[src/ssr_pkg.sv]
// package: register map and field layout of the system status bank
package ssr_pkg;
    // register addresses
    localparam logic [7:0] SSR_ADDR_SUPPLY = 8'h02;
    localparam logic [7:0] SSR_ADDR_CHARGER = 8'h0A;
    // supply health field positions
    localparam int SSR_BUCK_ONE_BIT = 7;
    localparam int SSR_BUCK_TWO_BIT = 6;
    localparam int SSR_BUCK_THREE_BIT = 5;
    localparam int SSR_LIN_FIVE_BIT = 0;
    // charger field positions
    localparam int SSR_BATT_DISCH_BIT = 7;
    localparam int SSR_INPUT_SEL_BIT = 6;
    localparam int SSR_THERM_PATH_BIT = 5;
    localparam int SSR_WALL_BIT = 4;
    localparam int SSR_USB_BIT = 3;
    localparam int SSR_STATE_HI_BIT = 2;
    localparam int SSR_STATE_LO_BIT = 1;
    localparam int SSR_OVP_BIT = 0;
    // charge state encodings
    localparam logic [1:0] SSR_CHG_OFF = 2'h0;
    localparam logic [1:0] SSR_CHG_DONE = 2'h1;
    localparam logic [1:0] SSR_CHG_FAST = 2'h2;
    localparam logic [1:0] SSR_CHG_PRE = 2'h3;
    // values after reset
    localparam logic [7:0] SSR_RESET_BYTE = 8'h00;
    localparam logic [7:0] SSR_RESET_MASK = 8'hFF;
    // charger bits that may raise an interrupt: discharge bit excluded
    localparam logic [7:0] SSR_CHG_IRQ_BITS = 8'h7F;
    localparam int SSR_SYNC_STAGES = 2;
endpackage

[src/ssr_status_regs.sv]
// system status register bank: supply health and charger state
`timescale 1ns/1ps
// How it works
// - valid flag rises only after power-up completes and normal mode begins
// - registers load live status at power-down exit, not a constant
// - address 02 read-only; bits 7..5 bucks, bits 4..0 linear regulators
// - address 0A read-only: discharge, input select, limit, presence, overvoltage
// - charge state bits 2..1: off, done, fast charge, precharge
// - battery discharge bit never raises an interrupt change event
// - internal thermal fault status kept and offered to interrupt logic
// - unmasked status change flagged to interrupt controller for low interrupt
// - unmasked supply health change raises power-good fault to sequencer
module ssr_status_regs
    import ssr_pkg::*;
(
    // clock and reset
    input wire logic clk_i,
    input wire logic srst_i,
    // power state
    input wire logic normal_mode_i,
    // raw supply faults, 1 = fault
    input wire logic buck_converter_one_i,
    input wire logic buck_converter_two_i,
    input wire logic buck_converter_three_i,
    input wire logic [4:0] linear_reg_fault_i,
    // raw charger inputs
    input wire logic battery_discharging_i,
    input wire logic selected_input_source_i,
    input wire logic thermal_or_pathlimit_active_i,
    input wire logic wall_adapter_present_i,
    input wire logic usb_supply_present_i,
    input wire logic charge_state_hi_i,
    input wire logic charge_state_lo_i,
    input wire logic input_overvoltage_i,
    input wire logic thermal_fault_i,
    // masks from the interrupt and sequencer mask registers
    input wire logic [7:0] irq_supply_mask_i,
    input wire logic irq_charger_mask_i,
    input wire logic irq_thermal_mask_i,
    input wire logic [7:0] seq_supply_mask_i,
    // register access
    input wire logic reg_rd_i,
    input wire logic reg_wr_i,
    input wire logic [7:0] reg_addr_i,
    input wire logic [7:0] reg_wdata_i,
    output logic [7:0] reg_rdata_o,
    output logic reg_hit_o,
    // status outputs
    output logic status_valid_o,
    output logic [7:0] supply_health_bits_o,
    output logic [7:0] charger_state_reg_o,
    output logic thermal_fault_o,
    // events
    output logic [7:0] irq_supply_evt_o,
    output logic irq_charger_evt_o,
    output logic irq_thermal_evt_o,
    output logic supply_health_bits_fault_o
);
    // ----------------------------------------------------------------
    // input synchronisation
    // ----------------------------------------------------------------
    logic [17:0] raw_in;
    logic [17:0] syn_in;
    assign raw_in = {thermal_fault_i, normal_mode_i,
        battery_discharging_i, selected_input_source_i,
        thermal_or_pathlimit_active_i, wall_adapter_present_i,
        usb_supply_present_i, charge_state_hi_i, charge_state_lo_i,
        input_overvoltage_i,
        buck_converter_one_i, buck_converter_two_i,
        buck_converter_three_i, linear_reg_fault_i};

    ssr_sync #(.WIDTH(18)) u_sync (
        .clk_i(clk_i),
        .srst_i(srst_i),
        .async_i(raw_in),
        .sync_o(syn_in)
    );

    // ----------------------------------------------------------------
    // helpers
    // ----------------------------------------------------------------
    // held copy against live copy, silent outside normal operation
    function automatic logic [7:0] changed_bits(
        input logic [7:0] live,
        input logic [7:0] held,
        input logic enable
    );
        changed_bits = enable ? (live ^ held) : 8'h00;
    endfunction

    // exact match of the access address against one register offset
    function automatic logic addr_is(
        input logic [7:0] addr,
        input logic [7:0] target
    );
        addr_is = (addr == target);
    endfunction

    // ----------------------------------------------------------------
    // live status words
    // ----------------------------------------------------------------
    logic [7:0] live_supply;
    logic [7:0] live_charger;
    logic live_thermal;
    logic live_normal;
    assign live_supply = syn_in[7:0];
    assign live_charger = syn_in[15:8];
    assign live_normal = syn_in[16];
    assign live_thermal = syn_in[17];

    // ----------------------------------------------------------------
    // power-up tracking
    // ----------------------------------------------------------------
    typedef enum logic [2:0] {
        SSR_PWR_DOWN = 3'b001,
        SSR_PWR_LOAD = 3'b010,
        SSR_PWR_RUN = 3'b100
    } ssr_pwr_e;
    ssr_pwr_e state;
    ssr_pwr_e next_state;

    always_comb
    begin
        next_state = state;
        case (state)
            SSR_PWR_DOWN: if (live_normal) next_state = SSR_PWR_LOAD;
            SSR_PWR_LOAD: next_state = SSR_PWR_RUN;
            SSR_PWR_RUN: if (!live_normal) next_state = SSR_PWR_DOWN;
            default: next_state = SSR_PWR_DOWN;
        endcase
    end

    // ----------------------------------------------------------------
    // status registers
    // ----------------------------------------------------------------
    logic running;
    logic [7:0] supply_chg;
    logic [7:0] charger_chg;
    logic thermal_chg;
    assign running = (state == SSR_PWR_RUN);
    // change detect only while running so the first load raises nothing
    assign supply_chg = changed_bits(live_supply, supply_health_bits_o,
        running);
    assign charger_chg = changed_bits(live_charger, charger_state_reg_o,
        running) & SSR_CHG_IRQ_BITS;
    assign thermal_chg = running & (live_thermal ^ thermal_fault_o);

    // writes are ignored: reg_wdata_i steers nothing and reg_wr_i only sets reg_hit_o
    always_ff @(posedge clk_i)
    begin
        if (srst_i)
        begin
            state <= SSR_PWR_DOWN;
            status_valid_o <= 1'b0;
            supply_health_bits_o <= SSR_RESET_BYTE;
            charger_state_reg_o <= SSR_RESET_BYTE;
            thermal_fault_o <= 1'b0;
        end
        else
        begin
            state <= next_state;
            status_valid_o <= (next_state == SSR_PWR_RUN);
            if (state != SSR_PWR_DOWN)
            begin
                supply_health_bits_o <= live_supply;
                charger_state_reg_o <= live_charger;
                thermal_fault_o <= live_thermal;
            end
        end
    end

    // ----------------------------------------------------------------
    // events toward interrupt controller and sequencer
    // ----------------------------------------------------------------
    // event words, registered below so every output leaves a flip-flop
    logic [7:0] next_supply_evt;
    logic next_charger_evt;
    logic next_thermal_evt;
    logic next_supply_health_bits_fault;
    assign next_supply_evt = supply_chg & ~irq_supply_mask_i;
    assign next_charger_evt = (|charger_chg) & ~irq_charger_mask_i;
    assign next_thermal_evt = thermal_chg & ~irq_thermal_mask_i;
    assign next_supply_health_bits_fault = |(supply_chg & ~seq_supply_mask_i);

    always_ff @(posedge clk_i)
    begin
        if (srst_i)
        begin
            irq_supply_evt_o <= SSR_RESET_BYTE;
            irq_charger_evt_o <= 1'b0;
            irq_thermal_evt_o <= 1'b0;
            supply_health_bits_fault_o <= 1'b0;
        end
        else
        begin
            irq_supply_evt_o <= next_supply_evt;
            irq_charger_evt_o <= next_charger_evt;
            irq_thermal_evt_o <= next_thermal_evt;
            supply_health_bits_fault_o <= next_supply_health_bits_fault;
        end
    end

    // ----------------------------------------------------------------
    // register read port
    // ----------------------------------------------------------------
    logic hit_supply;
    logic hit_charger;
    logic [7:0] next_rdata;
    assign hit_supply = addr_is(reg_addr_i, SSR_ADDR_SUPPLY);
    assign hit_charger = addr_is(reg_addr_i, SSR_ADDR_CHARGER);
    assign next_rdata = hit_supply ? supply_health_bits_o
        : hit_charger ? charger_state_reg_o : SSR_RESET_BYTE;

    always_ff @(posedge clk_i)
    begin
        if (srst_i)
        begin
            reg_rdata_o <= SSR_RESET_BYTE;
            reg_hit_o <= 1'b0;
        end
        else
        begin
            if (reg_rd_i)
            begin
                reg_rdata_o <= next_rdata;
            end
            reg_hit_o <= (reg_rd_i | reg_wr_i) & (hit_supply | hit_charger);
        end
    end
endmodule

[src/ssr_sync.sv]
// two-flop synchroniser for a vector of status levels
`timescale 1ns/1ps
module ssr_sync
    import ssr_pkg::*;
#(
    parameter int WIDTH = 8
)
(
    // clock and reset
    input wire logic clk_i,
    input wire logic srst_i,
    // levels
    input wire logic [WIDTH-1:0] async_i,
    output logic [WIDTH-1:0] sync_o
);
    logic [WIDTH-1:0] stage_one;

    always_ff @(posedge clk_i)
    begin
        if (srst_i)
        begin
            stage_one <= '0;
            sync_o <= '0;
        end
        else
        begin
            stage_one <= async_i;
            sync_o <= stage_one;
        end
    end
endmodule

[config.mk]
export PLATFORM = sky130hd
export DESIGN_NAME = ssr_status_regs
export DESIGN_NICKNAME = d
export VERILOG_FILES = /design/src/ssr_pkg.sv /design/src/ssr_status_regs.sv /design/src/ssr_sync.sv
export SDC_FILE = /design/constraint.sdc
export NUM_CORES = 1
export LEC_CHECK = 0
export ABC_AREA = 1
export BUFFER_PORTS_ARGS = -buffer_cell sky130_fd_sc_hd__buf_2
export CAP_MARGIN = 20
export CORE_UTILIZATION = 50
export DETAILED_ROUTE_END_ITERATION = 8
export GPL_ROUTABILITY_DRIVEN = 0
export GPL_TIMING_DRIVEN = 0
export PLACE_DENSITY = 0.82
export SLEW_MARGIN = 20
export SYNTH_ARGS = -nofsm -noshare
export SYNTH_HDL_FRONTEND = slang
export SYNTH_SLANG_ARGS = --single-unit
[constraint.sdc]
create_clock -name clk_i -period 1.3 [get_ports clk_i]
set_input_delay 0.325 -clock clk_i [delete_from_list [all_inputs] [get_ports clk_i]]
set_output_delay 0.325 -clock clk_i [all_outputs]
set_load 0.03 [all_outputs]
==> impl_metrics.json, run 1 <==
{
  "outcome": "completed",
  "worstPathMaxFanout": 4,
  "grt_setup_unrepaired": "yes",
  "critPathSlowestCell": "dfxtp_2",
  "crit_family": "flip-flops",
  "pwr-share-seq_pct": 51.5,
  "ant_nets": 0,
  "yosysWarnings": 0,
  "clkTransAtPathRegs_ps": 80,
  "synth_cell_types": 23,
  "cts_buffer_depth": 2,
  "finalSetupViolations": 0,
  "ir_drop_v": 0.000772,
  "crit_chain": "buf_4",
  "internal_power_mw": 3.63,
  "place_ws_ps": -73.5,
  "rows": 27,
  "hp-class": "in -> reg",
  "fin_crit_sh_pct": 96.2,
  "cts.sinks": 77,
  "routed_via_density": 4.75,
  "die_w_um": 78.4,
  "syn_area_per_cell_um2": 7.72,
  "cp.buffers_inverters": 1,
  "end_kind": "primary output",
  "cts_tree": "built",
  "critPathKind": "reg -> out",
  "sw_frac_of_total_pct": 27.9,
  "max_stage_delay_ps": 390,
  "pwr-share-clk_pct": 35.7,
  "leakage_nw": 1.93,
  "final_layout_size_suffix_gt1_share_pct": 29.6,
  "met2_length_um": 3180,
  "hold_viol": 0,
  "syn_to_final_growth_pct": 28.9,
  "track_usage_pct": 21.8,
  "synth.ff_latch_count": 77,
  "ioPinCount": 94,
  "overflow": 0,
  "dp.final_hpwl_um": 4560,
  "ys_top_cells_by_area": "dfxtp_1 53%, nor2_1 11%, inv_1 8.7%, nand3_1 5.8%, nand2_1 5.5%",
  "synth.cell_area_um2": 2920,
  "met3_length_um": 350,
  "dr.max_layer_used": "met4",
  "clock_latency_ps": 360,
  "synth_fp_nets": 434,
  "slew_headroom_pct": 63.9,
  "final_nets": 534,
  "initial_utilization_pct": 52.3,
  "synth_top_area_cell": "dfxtp_1",
  "ys_seq_area_share_pct": 52.8,
  "synthCells": 378,
  "fp.dieH_um": 78.4,
  "detail_route.wl_per_cell_um": 11.7,
  "dieArea_um2": 6140,
  "worstMarginPinSlew_ps": 541,
  "max_freq_ghz": 0.800,
  "setup_ws_ps": 49.7,
  "post-route-min-period_ps": 1250,
  "required_ps": 980,
  "antenna_found_initial": 0,
  "report.final.slew_viol_count": 0,
  "portBuffers": 83,
  "skew_ps": 7.29,
  "grt_pass1_vias": 2375,
  "stdcell_area_um2": 3760,
  "power.switching_mw": 1.40,
  "grt_max_degree": 15,
  "p_per_area_nw_per_um2": 1340,
  "vias": 2634,
  "worstSetupStartpointType": "flip-flop",
  "fin_tns_setup_ps": 0,
  "placed_area_um2": 3420,
  "arrival_ps": 930,
  "coreArea_um2": 5570,
  "clock-root-buffer": "clkbuf_8",
  "route.detailed.drc": 0,
  "routed_wl_um": 6470,
  "whs_ps": 107,
  "drt_iter0_markers": 171,
  "antenna_cells": 0,
  "firstDrtPassIters": 5,
  "cts_buffers": 9,
  "synth_top_cell_area_share_pct": 52.8,
  "drv_cap": 0,
  "htree_levels": 3,
  "grt_pass1_wl_um": 10200,
  "met1_length_um": 2850,
  "p_comb_share_pct": 12.7
}
-- cells in the final DEF, fill, tap and decap left out, types with 5 or more instances in the layout --
cell / n
o21ai_0: 17
xor2_1: 5
inv_1: 67
nand2_1: 42
dfxtp_2: 18
buf_6: 5
nand3_1: 34
nor2_1: 85
nand3b_1: 6
a21oi_1: 13
buf_4: 19
dfxtp_1: 59
buf_2: 71
clkbuf_8: 9
-- synthesized netlist by cell type --
cell / count
nor2_1: 85
dfxtp_1: 77
inv_1: 68
nand2_1: 43
nand3_1: 34
o21ai_0: 18
a21oi_1: 13
clkbuf_1: 6
nand3b_1: 6
xor2_1: 5
buf_2: 4
xnor2_1: 3
buf_4: 2
buf_6: 2
nand3_2: 2
nor3_1: 2
nor3_4: 2
clkinv_1: 1
nor2_4: 1
nor3_2: 1
nor3b_4: 1
nor4_1: 1
o211ai_1: 1
-- worst reg2reg max path, cell delays in order, from the launching register on --
cell	delay [ps]
dfxtp_2	320
inv_2	70
nand2_2	60
nor2_4	240
buf_6	160
nand3b_1	80
nand2_1	70
nor2_1	50
a21oi_1	120
-- stage by stage --
step	util, %	std cells	total power, mW
final	67.5	555	5.03
after global routing	67.5	555	5.22
after CTS	65.8	549	5.02
after detailed placement	61.4	533	3.23
after global placement	61.4	533	3.21
after floorplan	-	378	3.01
-- logic make-up after synthesis --
kind of cell           synth area share [%]
AND/OR/NAND/NOR                        27.6
XOR/XNOR                               2.40
buffers and inverters                  11.6
flip-flops                             52.8
AO/OA/AOI/OAI                          5.57
-- final cells by class --
| class | instances | area [um2] |
|---|---|---|
| Sequential cell | 77 | 1560 |
| Clock inverter | 7 | 76.3 |
| Fill cell | 487 | 1810 |
| Inverter | 69 | 263 |
| Tap cell | 72 | 90.1 |
| Timing Repair Buffer | 89 | 514 |
| Clock buffer | 9 | 124 |
| Buffer | 14 | 82.6 |
| Multi-Input combinational cell | 218 | 1050 |
-- power groups by stage --
stage / clock, mW / sequential (mW) / combinational [mW]
final: 1.80 / 2.59 / 0.641
after global routing: 1.91 / 2.60 / 0.713
after CTS: 1.82 / 2.58 / 0.626
after detailed placement: 0 / 2.63 / 0.600
after global placement: 0 / 2.62 / 0.587
after floorplan: 0 / 2.73 / 0.280
-- layer usage --
metal  vias up  track usage [%]
met4         0             9.44
met3        11             7.33
li1       1349                -
met2        87             37.0
met5         -                0
met1      1187             24.9
-- state kept, by name, indices dropped and copies added (netlist names) --
signal / count
charger_state_reg_o: 8
irq_charger_evt_o: 1
irq_supply_evt_o: 8
irq_thermal_evt_o: 1
reg_hit_o: 1
reg_rdata_o: 8
state: 3
status_valid_o: 1
supply_health_bits_fault_o: 1
supply_health_bits_o: 8
thermal_fault_o: 1
u_sync.stage_one: 18
u_sync.sync_o: 18
-- path summary, 6_finish.rpt --
kind	slack, ps	start	to	cells past startpoint
max	50	charger_state_reg_o[6]	charger_state_reg_o[6]	1
min reg2reg	400	u_sync.stage_one[16]	u_sync.sync_o[16]	2
min	110	irq_supply_mask_i[5]	irq_supply_evt_o[5]	2
max reg2reg	70	state[1]	supply_health_bits_fault_o	8
-- what timing repair did --
action / CTS / global route
buffers inserted: 0 / 6
endpoints found under the setup margin: 14 / 28
hold buffers: 0 / 0
cloned: 0 / 0
pin swaps: 0 / 4
resized for setup: 23 / 25
Note: power is estimated with default switching activity, not from simulation.
==> inputs of run 2 (changes only) <==
--- a/config.mk
+++ b/config.mk
@@ -12,7 +12,7 @@
 export DETAILED_ROUTE_END_ITERATION = 8
 export GPL_ROUTABILITY_DRIVEN = 0
 export GPL_TIMING_DRIVEN = 0
-export PLACE_DENSITY = 0.82
+export PLACE_DENSITY = 0.79
 export SLEW_MARGIN = 20
 export SYNTH_ARGS = -nofsm -noshare
 export SYNTH_HDL_FRONTEND = slang
==> run 2 against run 1 <==
Effect of this change:
- non-clock buffer count down 6
- wire length down 1.9%
- combinational power down 2%
- maximum frequency down 2.4%
- sequential share of layout area up 0.34 points
- sequential power about the same
- hold slack better by 19 ps
==> impl_metrics.json, run 2 (synthesis gave the netlist of run 1 again) <==
{
  "p_per_area_nw_per_um2": 1400,
  "syn_to_final_growth_pct": 27.4,
  "final_nets": 529,
  "clock-root-buffer": "clkbuf_8",
  "route.detailed.drc": 0,
  "finalSetupViolations": 0,
  "skew_ps": 3.83,
  "clkTransAtPathRegs_ps": 80,
  "fin_crit_sh_pct": 98.6,
  "required_ps": 980,
  "htree_levels": 3,
  "worstPathMaxFanout": 3,
  "grt_max_degree": 14,
  "cts_buffer_depth": 2,
  "grt_setup_unrepaired": "yes",
  "die_w_um": 78.4,
  "worstHoldEndpoint": "irq_supply_evt_o[0]",
  "hold_viol": 0,
  "stdcell_area_um2": 3720,
  "post-route-min-period_ps": 1280,
  "grt_pass1_vias": 2347,
  "track_usage_pct": 21.6,
  "vias": 2595,
  "placed_area_um2": 3420,
  "routed_wl_um": 6350,
  "max_stage_delay_ps": 390,
  "cts.sinks": 77,
  "hold_depth": 2,
  "critPathKind": "reg -> out",
  "r2r_cells": 8,
  "leakage_nw": 1.90,
  "ant_nets": 0,
  "slew_headroom_pct": 62.3,
  "cts_tree": "built",
  "outcome": "completed",
  "cts_buffers": 9,
  "final_cells": 550,
  "fin_tns_setup_ps": 0,
  "whs_ps": 126,
  "ioPinCount": 94,
  "mostFrequentLayoutCells": "85 x nor2_1, 74 x buf_2, 68 x inv_1, 63 x dfxtp_1, 43 x nand2_1",
  "portBuffers": 83,
  "coreArea_um2": 5570,
  "worstMarginPinSlew_ps": 565,
  "r2r_start": "state[1]",
  "dr.max_layer_used": "met4",
  "place_inst": 533,
  "antenna_found_initial": 0,
  "crit_chain": "buf_2",
  "postCtsSetupBuffers": 0,
  "grt_pass1_wl_um": 10300,
  "overflow": 0,
  "drt_iter0_markers": 134,
  "antenna_cells": 0,
  "arrival_ps": 960,
  "hp-class": "in -> reg",
  "report.final.slew_viol_count": 0,
  "met2_length_um": 3000,
  "cp.buffers_inverters": 1,
  "dp.final_hpwl_um": 4440,
  "end_kind": "primary output",
  "place_ws_ps": -65.0,
  "met1_length_um": 2860,
  "final_common_cell": "nor2_1",
  "setup_ws_ps": 18.7,
  "fill_cells": 493,
  "fp.dieH_um": 78.4,
  "rr_endpoint": "supply_health_bits_fault_o",
  "drv_cap": 0,
  "dieArea_um2": 6140,
  "initial_utilization_pct": 52.3,
  "critPathSlowestCell": "dfxtp_1",
  "r2r_slack_ps": 40,
  "firstDrtPassIters": 4,
  "final_layout_size_suffix_gt1_share_pct": 27.4,
  "routed_via_density": 4.72,
  "crit_family": "flip-flops",
  "met3_length_um": 373,
  "detail_route.wl_per_cell_um": 11.5,
  "top_regs": "u_sync.stage_one (18), u_sync.sync_o (18)",
  "worstSetupStartpointType": "flip-flop",
  "ir_drop_v": 0.000899,
  "max_freq_ghz": 0.780,
  "clock_latency_ps": 340,
  "rows": 27,
  "hp-start": "irq_supply_mask_i[0]"
}
## run 2: cell types whose count changed in the layout (fill, tap and decap cells not counted), moves of 2 or more
| cell | change |
|---|---|
| buf_4 | -7 |
| clkinv_4 | -2 |
| buf_6 | -3 |
| buf_2 | +3 |
| dfxtp_2 | -4 |
| clkbuf_4 | +2 |
| dfxtp_1 | +4 |
## run 2: how the worst max path moves through the flow
stage                                       from                      to  slack (ps)  depth (start not counted)
final                            thermal_fault_o         thermal_fault_o          20                          1
after global routing                    state[2]  charger_state_reg_o[4]         -40                          5
after CTS                 charger_state_reg_o[6]  charger_state_reg_o[6]         0.8                          1
after detailed placement           reg_addr_i[7]          reg_rdata_o[2]         -60                          8
after global placement             reg_addr_i[7]          reg_rdata_o[2]         -50                          8
after floorplan                    reg_addr_i[7]          reg_rdata_o[0]         160                          7
## run 2: per-stage QoR
| stage | total power, mW | utilization, % |
|---|---|---|
| 4_1_cts | 5.23 | 66.0 |
| 3_5_place_dp | 3.22 | 61.4 |
| 5_1_grt | 5.43 | 66.7 |
| 6_report | 5.22 | 66.7 |
| 2_1_floorplan | 3.01 | - |
| 3_3_place_gp | 3.21 | 61.4 |
## run 2: cell type report
cell class / instances / area [um2] / area share (%)
clock buffers: 11 / 141 / 3.80
plain buffers: 14 / 82.6 / 2.22
clock inverters: 5 / 83.8 / 2.25
multi-input cells: 219 / 1050 / 28.2
repair buffers: 83 / 453 / 12.2
inverters: 69 / 259 / 6.96
well taps: 72 / 90.1 / 2.42
flip-flops and latches: 77 / 1560 / 41.9
## run 2: metal layers
metal / up-vias / GRT usage, %
li1: 1341 / -
met1: 1147 / 26.8
met2: 97 / 36.2
met3: 10 / 4.07
met4: 0 / 10.2
met5: - / 0
## run 2: report_power, final
| part | switching, mW | leakage (nW) | internal, mW |
|---|---|---|---|
| Clock | 0.874 | 0.106 | 1.14 |
| Sequential | 0.100 | 0.637 | 2.48 |
| Combinational | 0.388 | 1.16 | 0.239 |
## run 2: what timing repair did
| item | in CTS | in global routing |
|---|---|---|
| cloned | 0 | 1 |
| setup endpoints to repair | 10 | 26 |
| hold endpoints to repair | 0 | 0 |
| gates resized for setup | 14 | 22 |
| hold buffers | 0 | 0 |
